`config.mk`:
```
export PLATFORM = sky130hd
export DESIGN_NAME = bcm_top
export DESIGN_NICKNAME = d
export VERILOG_FILES = /design/src/hdl/bcm_top.v
export VERILOG_INCLUDE_DIRS = /design/src /design/src/pkg
export SDC_FILE = /design/constraint.sdc
export NUM_CORES = 2
export LEC_CHECK = 0
export BUFFER_PORTS_ARGS = -buffer_cell sky130_fd_sc_hd__buf_2
export CAP_MARGIN = 10
export CORE_MARGIN = 5
export CORE_UTILIZATION = 50
export CTS_CLUSTER_SIZE = 25
export DETAILED_ROUTE_END_ITERATION = 8
export PLACE_DENSITY_LB_ADDON = 0.08
export SYNTH_ARGS = -nofsm -noshare
export SYNTH_HDL_FRONTEND = slang
export SYNTH_SLANG_ARGS = --single-unit
```
`constraint.sdc`:
```
create_clock -name CLK_SYS_I -period 11.45 [get_ports CLK_SYS_I]
set_clock_uncertainty 0.15 [all_clocks]
set_input_delay 3.435 -clock CLK_SYS_I [delete_from_list [all_inputs] [get_ports CLK_SYS_I]]
set_output_delay 3.435 -clock CLK_SYS_I [all_outputs]
set_load 0.02 [all_outputs]
```
`src/pkg/bcm_map.vh`:
```
// Register indices, field positions, reset values and timing counts of the
// ballast chopper monitor. Assumes it is included once per design file.
`ifndef BCM_MAP_VH
`define BCM_MAP_VH

// ****************************************************************
// Register indices (byte address is four times the index)
// ****************************************************************
`define BCM_IDX_CFG 6'h01
`define BCM_IDX_THR 6'h02
`define BCM_IDX_HYST 6'h03
`define BCM_IDX_RES 6'h04
`define BCM_IDX_LLIM 6'h05
`define BCM_IDX_LREF 6'h06
`define BCM_IDX_SLIM 6'h07
`define BCM_IDX_COOL 6'h08
`define BCM_IDX_STATUS 6'h10
`define BCM_IDX_MASK 6'h11
`define BCM_IDX_STATE 6'h12
`define BCM_IDX_ENERGY 6'h13
`define BCM_IDX_OVLIM 6'h14
`define BCM_IDX_CODE 6'h15

// ****************************************************************
// Field positions
// ****************************************************************
`define BCM_CFG_EN 0
`define BCM_CFG_INV 1
`define BCM_ST_OVERVOLT 0
`define BCM_ST_OVERLOAD 1
`define BCM_ST_PARAM 2
`define BCM_STW 3

// ****************************************************************
// Reset values and codes
// ****************************************************************
`define BCM_RST_WORD 32'h00000000
`define BCM_RST_OVLIM 32'hFFFFFFFF
`define BCM_CODE_NONE 16'h0000
`define BCM_CODE_OVERLOAD 16'h7113
`define BCM_CODE_PARAM 16'h7110
`define BCM_RESP_OKAY 2'h0
`define BCM_RESP_SLVERR 2'h2

// ****************************************************************
// Timing
// ****************************************************************
`define BCM_CLK_NS 50
`define BCM_TICK_NS 1000000
`define BCM_TICK_CYC ((`BCM_TICK_NS + `BCM_CLK_NS - 1) / `BCM_CLK_NS)
`define BCM_SHORT_WIN_MS 999
`define BCM_MS_PER_S 1000

`endif

```
`src/hdl/bcm_top.v`:
```
// Ballast chopper controller and thermal monitor with AXI4-Lite registers.
// Assumes the DC-link voltage word arrives in millivolts, synchronous to
// the system clock, and that the bus master follows AXI4-Lite handshakes.
//
// Summary of operation
// - Output stays off unless enable bit set.
// - Pin active high; invert bit makes active low.
// - Threshold and hysteresis come from consecutive entries.
// - Overvoltage despite ballast: error, output stage off.
// - Accumulate switched-on energy minus convective cooling.
// - Energy over limit blocks switching, logs overload warning.
// - Block clears itself once resistor has cooled.
// - Nominal milliohm resistance gives converted power.
// - Cooling milliwatts drain the accumulator continuously.
// - Short surge energy checked against short limit.
// - Energy within reference time checked against long limit.
// - Invalid resistor parameters raise parameter fault.
// - Pin drives external driver, switch and resistor.
//
// Register access over AXI4-Lite was decided locally.
`include "bcm_map.vh"

module bcm_top #(
   parameter TICK_CYCLES = `BCM_TICK_CYC,
   parameter SHORT_WIN_MS = `BCM_SHORT_WIN_MS
) (
   input wire CLK_SYS_I,
   input wire RSTN_I,
   input wire [31:0] VDC_MV_I,
   output wire BALLAST_O,
   output wire STAGE_OFF_O,
   output wire IRQ_O,
   input wire [7:0] S_AXI_AWADDR_I,
   input wire S_AXI_AWVALID_I,
   output wire S_AXI_AWREADY_O,
   input wire [31:0] S_AXI_WDATA_I,
   input wire [3:0] S_AXI_WSTRB_I,
   input wire S_AXI_WVALID_I,
   output wire S_AXI_WREADY_O,
   output wire [1:0] S_AXI_BRESP_O,
   output wire S_AXI_BVALID_O,
   input wire S_AXI_BREADY_I,
   input wire [7:0] S_AXI_ARADDR_I,
   input wire S_AXI_ARVALID_I,
   output wire S_AXI_ARREADY_O,
   output wire [31:0] S_AXI_RDATA_O,
   output wire [1:0] S_AXI_RRESP_O,
   output wire S_AXI_RVALID_O,
   input wire S_AXI_RREADY_I
);

   localparam ST_OFF = 3'b001;
   localparam ST_ON = 3'b010;
   localparam ST_BLOCK = 3'b100;

   reg [31:0] cfg_reg, thr_reg, hyst_reg, res_reg;
   reg [31:0] llim_reg, lref_reg, slim_reg, cool_reg, ovlim_reg;
   reg [`BCM_STW-1:0] status_reg, mask_reg;
   reg [15:0] code_reg;
   reg [2:0] state_reg;
   reg pin_reg, stage_off_reg;
   reg [47:0] acc_reg, short_reg, long_reg;
   reg [31:0] short_cnt_reg, long_cnt_reg, tick_cnt_reg;
   reg [63:0] dvd_reg, quo_reg;
   reg [32:0] rem_reg;
   reg [6:0] div_cnt_reg;
   reg [31:0] pwr_reg;
   wire param_bad;

   // ****************************************************************
   // AXI4-Lite slave
   // ****************************************************************
   reg aw_full_reg, w_full_reg, bvalid_reg, rvalid_reg;
   reg [5:0] aw_idx_reg;
   reg [31:0] wdata_reg, rdata_reg;
   reg [3:0] wstrb_reg;
   reg [1:0] bresp_reg, rresp_reg;
   wire do_write = aw_full_reg && w_full_reg && !bvalid_reg;
   wire do_read = S_AXI_ARVALID_I && !rvalid_reg;
   wire [5:0] ar_idx = S_AXI_ARADDR_I[7:2];
   reg [31:0] rd_val;
   reg rd_hit;
   wire wr_hit = (aw_idx_reg >= `BCM_IDX_CFG && aw_idx_reg <= `BCM_IDX_COOL)
      || aw_idx_reg == `BCM_IDX_STATUS || aw_idx_reg == `BCM_IDX_MASK
      || aw_idx_reg == `BCM_IDX_OVLIM;

   assign S_AXI_AWREADY_O = !aw_full_reg;
   assign S_AXI_WREADY_O = !w_full_reg;
   assign S_AXI_BVALID_O = bvalid_reg;
   assign S_AXI_BRESP_O = bresp_reg;
   assign S_AXI_ARREADY_O = !rvalid_reg;
   assign S_AXI_RVALID_O = rvalid_reg;
   assign S_AXI_RDATA_O = rdata_reg;
   assign S_AXI_RRESP_O = rresp_reg;

   function [31:0] merge;
      input [31:0] old;
      input [31:0] data;
      input [3:0] strb;
      integer k;
      begin
         merge = old;
         for (k = 0; k < 4; k = k + 1) begin
            if (strb[k]) begin
               merge[k*8 +: 8] = data[k*8 +: 8];
            end
         end
      end
   endfunction

   always @* begin
      rd_hit = 1'b1;
      case (ar_idx)
         `BCM_IDX_CFG: rd_val = cfg_reg;
         `BCM_IDX_THR: rd_val = thr_reg;
         `BCM_IDX_HYST: rd_val = hyst_reg;
         `BCM_IDX_RES: rd_val = res_reg;
         `BCM_IDX_LLIM: rd_val = llim_reg;
         `BCM_IDX_LREF: rd_val = lref_reg;
         `BCM_IDX_SLIM: rd_val = slim_reg;
         `BCM_IDX_COOL: rd_val = cool_reg;
         `BCM_IDX_STATUS: rd_val = {29'h0, status_reg};
         `BCM_IDX_MASK: rd_val = {29'h0, mask_reg};
         `BCM_IDX_STATE: rd_val = {27'h0, param_bad, stage_off_reg,
            state_reg == ST_BLOCK, state_reg == ST_ON, pin_reg};
         `BCM_IDX_ENERGY: rd_val = acc_reg[31:0];
         `BCM_IDX_OVLIM: rd_val = ovlim_reg;
         `BCM_IDX_CODE: rd_val = {16'h0, code_reg};
         default: begin
            rd_val = 32'h0;
            rd_hit = 1'b0;
         end
      endcase
   end

   always @(posedge CLK_SYS_I or negedge RSTN_I) begin
      if (!RSTN_I) begin
         aw_full_reg <= 1'b0;
         w_full_reg <= 1'b0;
         bvalid_reg <= 1'b0;
         rvalid_reg <= 1'b0;
         aw_idx_reg <= 6'h00;
         wdata_reg <= 32'h0;
         wstrb_reg <= 4'h0;
         bresp_reg <= `BCM_RESP_OKAY;
         rresp_reg <= `BCM_RESP_OKAY;
         rdata_reg <= 32'h0;
      end else begin
         if (S_AXI_AWVALID_I && !aw_full_reg) begin
            aw_full_reg <= 1'b1;
            aw_idx_reg <= S_AXI_AWADDR_I[7:2];
         end
         if (S_AXI_WVALID_I && !w_full_reg) begin
            w_full_reg <= 1'b1;
            wdata_reg <= S_AXI_WDATA_I;
            wstrb_reg <= S_AXI_WSTRB_I;
         end
         if (do_write) begin
            aw_full_reg <= 1'b0;
            w_full_reg <= 1'b0;
            bvalid_reg <= 1'b1;
            bresp_reg <= wr_hit ? `BCM_RESP_OKAY : `BCM_RESP_SLVERR;
         end else if (bvalid_reg && S_AXI_BREADY_I) begin
            bvalid_reg <= 1'b0;
         end
         if (do_read) begin
            rvalid_reg <= 1'b1;
            rdata_reg <= rd_val;
            rresp_reg <= rd_hit ? `BCM_RESP_OKAY : `BCM_RESP_SLVERR;
         end else if (rvalid_reg && S_AXI_RREADY_I) begin
            rvalid_reg <= 1'b0;
         end
      end
   end

   wire wr_cfg = do_write && aw_idx_reg == `BCM_IDX_CFG;
   wire wr_status = do_write && aw_idx_reg == `BCM_IDX_STATUS;
   wire rd_status = do_read && ar_idx == `BCM_IDX_STATUS;

   // ****************************************************************
   // Configuration registers
   // ****************************************************************
   always @(posedge CLK_SYS_I or negedge RSTN_I) begin
      if (!RSTN_I) begin
         cfg_reg <= `BCM_RST_WORD;
         thr_reg <= `BCM_RST_WORD;
         hyst_reg <= `BCM_RST_WORD;
         res_reg <= `BCM_RST_WORD;
         llim_reg <= `BCM_RST_WORD;
         lref_reg <= `BCM_RST_WORD;
         slim_reg <= `BCM_RST_WORD;
         cool_reg <= `BCM_RST_WORD;
         mask_reg <= 3'h0;
         ovlim_reg <= `BCM_RST_OVLIM;
      end else if (do_write) begin
         case (aw_idx_reg)
            `BCM_IDX_CFG: cfg_reg <= merge(cfg_reg, wdata_reg, wstrb_reg);
            `BCM_IDX_THR: thr_reg <= merge(thr_reg, wdata_reg, wstrb_reg);
            `BCM_IDX_HYST: hyst_reg <= merge(hyst_reg, wdata_reg, wstrb_reg);
            `BCM_IDX_RES: res_reg <= merge(res_reg, wdata_reg, wstrb_reg);
            `BCM_IDX_LLIM: llim_reg <= merge(llim_reg, wdata_reg, wstrb_reg);
            `BCM_IDX_LREF: lref_reg <= merge(lref_reg, wdata_reg, wstrb_reg);
            `BCM_IDX_SLIM: slim_reg <= merge(slim_reg, wdata_reg, wstrb_reg);
            `BCM_IDX_COOL: cool_reg <= merge(cool_reg, wdata_reg, wstrb_reg);
            `BCM_IDX_MASK: mask_reg <= wstrb_reg[0] ? wdata_reg[2:0] : mask_reg;
            `BCM_IDX_OVLIM: ovlim_reg <= merge(ovlim_reg, wdata_reg, wstrb_reg);
            default: cfg_reg <= cfg_reg;
         endcase
      end
   end

   // ****************************************************************
   // Parameter check and scaled limits
   // ****************************************************************
   wire enabled = cfg_reg[`BCM_CFG_EN];
   // A zero resistance would make the power figure meaningless.
   assign param_bad = enabled && (res_reg == 32'h0 || lref_reg == 32'h0 ||
      cool_reg == 32'h0 || slim_reg == 32'h0 || llim_reg < slim_reg ||
      hyst_reg >= thr_reg);
   wire [47:0] llim_uws = llim_reg * `BCM_MS_PER_S;
   wire [47:0] slim_uws = slim_reg * `BCM_MS_PER_S;
   wire [32:0] off_level = {1'b0, thr_reg} - {1'b0, hyst_reg};
   wire over_thr = VDC_MV_I > thr_reg;
   wire below_off = {1'b0, VDC_MV_I} < off_level;
   wire overload = acc_reg > llim_uws || short_reg > slim_uws ||
      long_reg > llim_uws;
   wire cooled = acc_reg <= {1'b0, llim_uws[47:1]} &&
      short_reg <= slim_uws && long_reg <= llim_uws;

   // ****************************************************************
   // Switching state machine
   // ****************************************************************
   reg [2:0] state_next;
   always @* begin
      case (state_reg)
         ST_OFF: begin
            if (!enabled || param_bad)
               state_next = ST_OFF;
            else if (overload)
               state_next = ST_BLOCK;
            else if (over_thr)
               state_next = ST_ON;
            else
               state_next = ST_OFF;
         end
         ST_ON: begin
            if (!enabled || param_bad)
               state_next = ST_OFF;
            else if (overload)
               state_next = ST_BLOCK;
            else if (below_off)
               state_next = ST_OFF;
            else
               state_next = ST_ON;
         end
         ST_BLOCK: begin
            if (cooled || !enabled)
               state_next = ST_OFF;
            else
               state_next = ST_BLOCK;
         end
         default: state_next = ST_OFF;
      endcase
   end

   wire tick = tick_cnt_reg >= TICK_CYCLES - 1;
   wire block_rise = state_next == ST_BLOCK && state_reg != ST_BLOCK;
   wire ov_event = enabled && VDC_MV_I > ovlim_reg;

   always @(posedge CLK_SYS_I or negedge RSTN_I) begin
      if (!RSTN_I) begin
         state_reg <= ST_OFF;
         pin_reg <= 1'b0;
         stage_off_reg <= 1'b0;
         tick_cnt_reg <= 32'h0;
      end else begin
         state_reg <= state_next;
         // Pin follows the state through the polarity select.
         pin_reg <= (state_next == ST_ON) ^ cfg_reg[`BCM_CFG_INV];
         if (ov_event)
            stage_off_reg <= 1'b1;
         else if (wr_status && wstrb_reg[0] && wdata_reg[`BCM_ST_OVERVOLT])
            stage_off_reg <= 1'b0;
         tick_cnt_reg <= tick ? 32'h0 : tick_cnt_reg + 32'h1;
      end
   end

   // ****************************************************************
   // Power divider: millivolts squared over milliohms gives milliwatts
   // ****************************************************************
   wire [32:0] rem_sh = {rem_reg[31:0], dvd_reg[63]};
   wire rem_ge = rem_sh >= {1'b0, res_reg};
   always @(posedge CLK_SYS_I or negedge RSTN_I) begin
      if (!RSTN_I) begin
         dvd_reg <= 64'h0;
         quo_reg <= 64'h0;
         rem_reg <= 33'h0;
         div_cnt_reg <= 7'h00;
         pwr_reg <= 32'h0;
      end else if (tick) begin
         dvd_reg <= VDC_MV_I * VDC_MV_I;
         quo_reg <= 64'h0;
         rem_reg <= 33'h0;
         div_cnt_reg <= 7'h40;
      end else if (div_cnt_reg != 7'h00) begin
         dvd_reg <= {dvd_reg[62:0], 1'b0};
         rem_reg <= rem_ge ? rem_sh - {1'b0, res_reg} : rem_sh;
         quo_reg <= {quo_reg[62:0], rem_ge};
         div_cnt_reg <= div_cnt_reg - 7'h01;
         if (div_cnt_reg == 7'h01) begin
            pwr_reg <= (|quo_reg[62:31]) ? 32'hFFFFFFFF :
               {quo_reg[30:0], rem_ge};
         end
      end
   end

   // ****************************************************************
   // Energy accounting, one step per millisecond tick (units mW x ms)
   // ****************************************************************
   wire [47:0] add_e = (state_reg == ST_ON) ? {16'h0, pwr_reg} : 48'h0;
   wire [48:0] sum_e = {1'b0, acc_reg} + {1'b0, add_e};
   wire [48:0] cool_e = {17'h0, cool_reg};
   always @(posedge CLK_SYS_I or negedge RSTN_I) begin
      if (!RSTN_I) begin
         acc_reg <= 48'h0;
         short_reg <= 48'h0;
         long_reg <= 48'h0;
         short_cnt_reg <= 32'h0;
         long_cnt_reg <= 32'h0;
      end else if (tick) begin
         // Saturates at zero so a cold resistor never goes negative.
         acc_reg <= (sum_e > cool_e) ? sum_e[47:0] - cool_e[47:0] :
            48'h0;
         // Fixed windows, not sliding ones: cheap, and a surge that
         // straddles a boundary is seen by the net accumulator instead.
         if (short_cnt_reg >= SHORT_WIN_MS - 1) begin
            short_cnt_reg <= 32'h0;
            short_reg <= add_e;
         end else begin
            short_cnt_reg <= short_cnt_reg + 32'h1;
            short_reg <= short_reg + add_e;
         end
         if (long_cnt_reg + 32'h1 >= lref_reg) begin
            long_cnt_reg <= 32'h0;
            long_reg <= add_e;
         end else begin
            long_cnt_reg <= long_cnt_reg + 32'h1;
            long_reg <= long_reg + add_e;
         end
      end
   end

   // ****************************************************************
   // Sticky status, error code and interrupt
   // ****************************************************************
   reg param_bad_d_reg;
   wire param_rise = param_bad && !param_bad_d_reg;
   wire [2:0] ev_set = {param_rise, block_rise, ov_event && !stage_off_reg};
   always @(posedge CLK_SYS_I or negedge RSTN_I) begin
      if (!RSTN_I) begin
         status_reg <= 3'h0;
         code_reg <= `BCM_CODE_NONE;
         param_bad_d_reg <= 1'b0;
      end else begin
         param_bad_d_reg <= param_bad;
         // A read clears the flags, but an event in the same cycle wins.
         status_reg <= (rd_status ? 3'h0 : status_reg) | ev_set;
         if (param_rise)
            code_reg <= `BCM_CODE_PARAM;
         else if (block_rise)
            code_reg <= `BCM_CODE_OVERLOAD;
      end
   end

   assign IRQ_O = |(status_reg & mask_reg);
   assign BALLAST_O = pin_reg;
   assign STAGE_OFF_O = stage_off_reg;

endmodule

```
=== Yosys cells after proc, flatten, opt, wreduce, memory -nomap -nowiden ===
Index checks and enable logic that the tools add are counted.

* Word-level logic and storage cells: 264
* Output and inout bits: 44
* Flip-flop bits (word level): 836
* Bits of input ports: 91

* Bitwise logic cells: 4
* $mul: 3
* Equal/unequal tests: 32
* Magnitude comparators: 18
* Muxes and demuxes: 42
* Add/sub/neg operators: 10
* Reduce and logical (&&, ||, !) cells: 91

{| class="wikitable"
|+ Operators with widths
! operator !! count
|-
| $pmux 32 s14 || 1
|-
| $mux 32 || 8
|-
| $gt 48x42->1 || 3
|-
| $mux 48 || 3
|-
| $logic_not 32->1 || 4
|-
| $mux 64 || 2
|-
| $mux 63 || 2
|-
| $reduce_and 3->1 || 38
|-
| $add 32x1->32 const B || 3
|-
| $add 48x32->48 || 2
|-
| $le 48x42->1 || 2
|-
| $mul 32x7->39 const B || 2
|-
| $ge 32x32->1 || 2
|-
| $gt 32x32->1 || 2
|-
| $mul 32x32->64 || 1
|-
| $eq 6x5->1 const B || 9
|-
| $add 48x32->49 || 1
|-
| $gt 49x32->1 || 1
|-
| $eq 6x3->1 const B || 8
|-
| $le 48x41->1 || 1
|-
| $sub 48x32->48 || 1
|-
| $ge 33x32->1 || 1
|-
| $lt 32x33->1 || 1
|-
| $sub 32x32->33 || 1
|-
| other kinds (33) || 101
|}

=== Logic depth before layout (Yosys ltp) ===
* Depth after elaboration: 14
* Depth in mapped cells: 33
* Mapped depth without buffers: 33

=== Worst setup path after synthesis ===
OpenSTA, ideal clock, no wires.

* Kind: in2reg
* Start point: input VDC_MV_I[17]
* End point: register dvd_reg[56]
* Library setup time: 120 ps
* Setup slack: 12 ps
* Buffers on the path: 2
* Arrival: 11168 ps
* Stages on the path: 29
* Data required time: 11180 ps
* Cell sequence: clkbuf_1 clkbuf_1 nand2_1 fa_1 inv_1 fa_1 inv_1 fa_1 inv_1 fa_1 inv_1 fa_1 inv_1 fa_1 fa_1 fa_1 ha_1 a21o_1 a21o_1 a211oi_2 nor2_1 a2111oi_0 o21ai_1 a41o_1 a41o_1 a41oi_2 a21boi_1 or3_1 a31o_2

* Word-level cells in the longest chain between the ends: 2

{| class="wikitable"
|+ Ends and longest elaborated chain
! element !! RTL line !! text
|-
| start, declared || bcm_top.v:29 || <nowiki>input wire [31:0] VDC_MV_I,</nowiki>
|-
| $mul 32x32->64 || bcm_top.v:301 || <nowiki>dvd_reg <= VDC_MV_I * VDC_MV_I;</nowiki>
|-
| $mux 64 || bcm_top.v:300 || <nowiki>end else if (tick) begin</nowiki>
|-
| end signal, assigned || bcm_top.v:301 ||
|-
| end signal, assigned || bcm_top.v:306 || <nowiki>dvd_reg <= {dvd_reg[62:0], 1'b0};</nowiki>
|-
| end, declared || bcm_top.v:64 || <nowiki>reg [63:0] dvd_reg, quo_reg;</nowiki>
|}

Every way passes these cells.
A chain may end at the register's enable or synchronous reset.

=== Worst setup path in the final report ===
* Start point: input VDC_MV_I[5]
* End point: register dvd_reg[56]

The elaborated chain is that of the path after synthesis.

==> flow_metrics.env <==
export IMPL_slew_violations=0
export IMPL_hpwl_mm=239
export IMPL_finalWirelength_mm=294
export IMPL_fin_crit_sh_pct=97.1
export IMPL_drive_above_1_share_pct=11.2
export IMPL_grt_pass1_wl_mm=454
export IMPL_fp_dieArea_um2=193000
export IMPL_die_h_um=439
export IMPL_drc=0
export IMPL_synth_top_area_cell="fa_1"
export IMPL_avgViaCountPerCell=5.78
export IMPL_grt_max_degree=182
export IMPL_synth_top_cell_area_share_pct=22.8
export IMPL_firstDrtPassIters=6
export IMPL_fmax_mhz=90.0
export IMPL_ys_ff_latch=820
export IMPL_period_minus_slack_ns=11.11
export IMPL_required_ns=11.91
export IMPL_synth_async_reset_ratio_pct=100
export IMPL_postRouteAntennaNets=0
export IMPL_ff2ff_path_depth=31
export IMPL_vias=73606
export IMPL_cpLargestDelayFamily="adder cells"
export IMPL_rsz0062_at_grt="false"
export IMPL_grt_usage_pct=30.5
export IMPL_synth_area_per_cell_um2=9.36
export IMPL_initial_core_util_pct=50.3
export IMPL_hold_path_class="flop to flop"
export IMPL_largest_register_ffs=64
export IMPL_crit_start="VDC_MV_I[5]"
export IMPL_cap_violations=0
export IMPL_cp_start_kind="input pin"
export IMPL_setup_violations_final=0
export IMPL_syn_inst=9854
export IMPL_synth_edff_count=0
export IMPL_fin_area_um2=102000
export IMPL_place_gp_congestion=0.988
export IMPL_antenna_found_initial=9
export IMPL_first_global_vias=75916
export IMPL_fill_cells=16547
export IMPL_clk_latency_ns=0.77
export IMPL_crit_fanout=9
export IMPL_cts_tree="built"
export IMPL_arrival_ns=11.57
export IMPL_timing_rr_end="state_reg[0]"
export IMPL_ys_types=114
export IMPL_cts_htree_levels=3
export IMPL_path_depth=28
export IMPL_synth_seq_area_share_pct=22.3
export IMPL_cts_root_buf="clkbuf_16"
export IMPL_syn2layout_area_growth_pct=10.4
export IMPL_worstReg2RegStart="slim_reg[0]"
export IMPL_place_area_um2=98400
export IMPL_max_slew_margin_rel_pct=20.3
export IMPL_status="completed"
export IMPL_clock_path_buffers=3
export IMPL_core_area_um2=183000
export IMPL_nNetsFinal=12292
export IMPL_worstSetupPathType="input pin to flop"
export IMPL_synth_area_leaders="fa_1 23%, dfrtp_1 21%, ha_1 13%, inv_1 6.0%, nand2_1 4.1%"
export IMPL_port_buffers=128
export IMPL_path_clk_slew_ns=0.06
export IMPL_grt_ovfl_total=0
export IMPL_synthFlopType="dfrtp_1"
export IMPL_std_cell_rows=157
export IMPL_tightestPinTransition_ns=1.19
export IMPL_syn_area_um2=92200
export IMPL_slowest_stage="fa_1"
export IMPL_dieWidth_um=439
export IMPL_reg2reg_slack_ns=2.02
export IMPL_numCtsBuffers=95
export IMPL_cpMostUsedCell="fa_1"
export IMPL_yosys_warnings=0
export IMPL_crit_end="dvd_reg[56]"
export IMPL_drt_initial_drc_count=5460
export IMPL_critPathBufInv=6
export IMPL_hold_violations=0
export IMPL_boundaryPins=135
export IMPL_crit_path_max_incr_delay_ns=0.60
export IMPL_detail_route_wl_per_cell_um=23.0
export IMPL_cp_end_kind="flop"
export IMPL_clock_sinks=820
## cells by family (layout without fill, tap and decap cells)
logic type,after synthesis,in the layout,synth area share [%]
adders and majority gates,2010,2010,35.8
and+or+nand+nor,2513,2513,12.8
muxes,311,311,3.76
AOI/OAI and AO/OA,1999,1999,14.2
other,1,25,0.00407
buffers and inverters,1827,2226,7.50
xor gates and xnor gates,373,373,3.57
DFF,820,820,22.3
## synth_stat cells, types with 21 or more instances
master	number
nor4_1	59
xor2_1	159
nand4_1	105
nor3_1	82
a31oi_1	118
o21ai_1	23
or3_1	32
a21o_1	276
clkbuf_1	315
o21ai_0	395
a21oi_1	506
nor2b_1	73
xnor2_1	212
a211oi_1	63
o211ai_1	56
nand3_1	140
mux2i_1	34
or2_2	21
dfstp_2	33
and2_1	274
dfrtp_1	787
a22o_1	58
fa_1	1049
nand2b_1	67
a221oi_1	68
a22oi_1	42
o22a_1	36
o21a_1	67
ha_1	961
o31ai_1	32
and3_1	75
o21bai_1	53
mux2_2	276
inv_1	1467
nand2_1	1004
nor2_1	507
## timing repair
action                     CTS  global route
hold buffers                 0             0
resized for setup            0             2
buffers inserted             0             1
setup endpoints to repair    0             5
## area by class of cell
| cell class | instances | area [um^2] | share of cell area [%] |
|---|---|---|---|
| multi-input cells | 7225 | 64900 | 63.8 |
| diodes | 6 | 15.0 | 0.0147 |
| flip-flops and latches | 820 | 20600 | 20.2 |
| inverters | 1473 | 5530 | 5.43 |
| well taps | 2464 | 3080 | 3.03 |
| repair buffers | 576 | 4250 | 4.18 |
| clock inverters | 56 | 831 | 0.816 |
| clock buffers | 121 | 2640 | 2.59 |
## worst reg2reg max path, delay by kind of cell, from the launching register on
kind | cells | cell delay, ns
xor gates and xnor gates | 1 | 0.11
adders and majority gates | 6 | 2.39
buffers and inverters | 3 | 0.43
AOI/OAI and AO/OA | 13 | 3.53
and+or+nand+nor | 8 | 1.81
DFF | 1 | 0.85
## routing by layer
layer  track usage (%)  share of wire (%)
met5                 0             0.0024
met4              14.2                5.6
met3              4.86                6.7
met2              49.5                 46
met1              40.3                 41
## worst min-delay path by stage
| stage | from | to | slack (ns) | cells after the start |
|---|---|---|---|---|
| after floorplan | state_reg[2] | state_reg[0] | 0.29 | 1 |
| after global placement | S_AXI_RDATA_O[21] | S_AXI_RDATA_O[21] | 0.31 | 1 |
| after detailed placement | S_AXI_RDATA_O[29] | S_AXI_RDATA_O[29] | 0.31 | 1 |
| after CTS | S_AXI_RDATA_O[29] | S_AXI_RDATA_O[29] | 0.33 | 1 |
| after global routing | S_AXI_RDATA_O[23] | S_AXI_RDATA_O[23] | 0.34 | 1 |
| final | S_AXI_RDATA_O[29] | S_AXI_RDATA_O[29] | 0.32 | 1 |
## stage by stage
step	cells	utilization, %	worst slack [ns]	TNS [ns]	hold slack, ns
4_1_cts	12733	55.6	0.306	0	0.327
3_3_place_gp	12555	53.7	-0.490	-5.56	0.309
5_1_grt	12735	55.6	0.0144	0	0.345
3_5_place_dp	12556	53.7	-0.475	-5.06	0.313
2_1_floorplan	9872	-	0.0115	0	0.290
6_report	12741	55.6	0.337	0	0.322
## cell usage in the layout, fill, tap and decap left out, types with 276 or more instances in the layout
cell type / Yosys / routed
inv_1: 1467 / 1467
fa_1: 1049 / 1049
nand2_1: 1004 / 1003
ha_1: 961 / 961
dfrtp_1: 787 / 787
a21oi_1: 506 / 506
nor2_1: 507 / 497
buf_4: 2 / 429
o21ai_0: 395 / 395
a21o_1: 276 / 276
mux2_2: 276 / 276
Power is left out: the tool's default activity adds up to more than one toggle a clock period on the data nets, which glitch-free logic cannot reach.
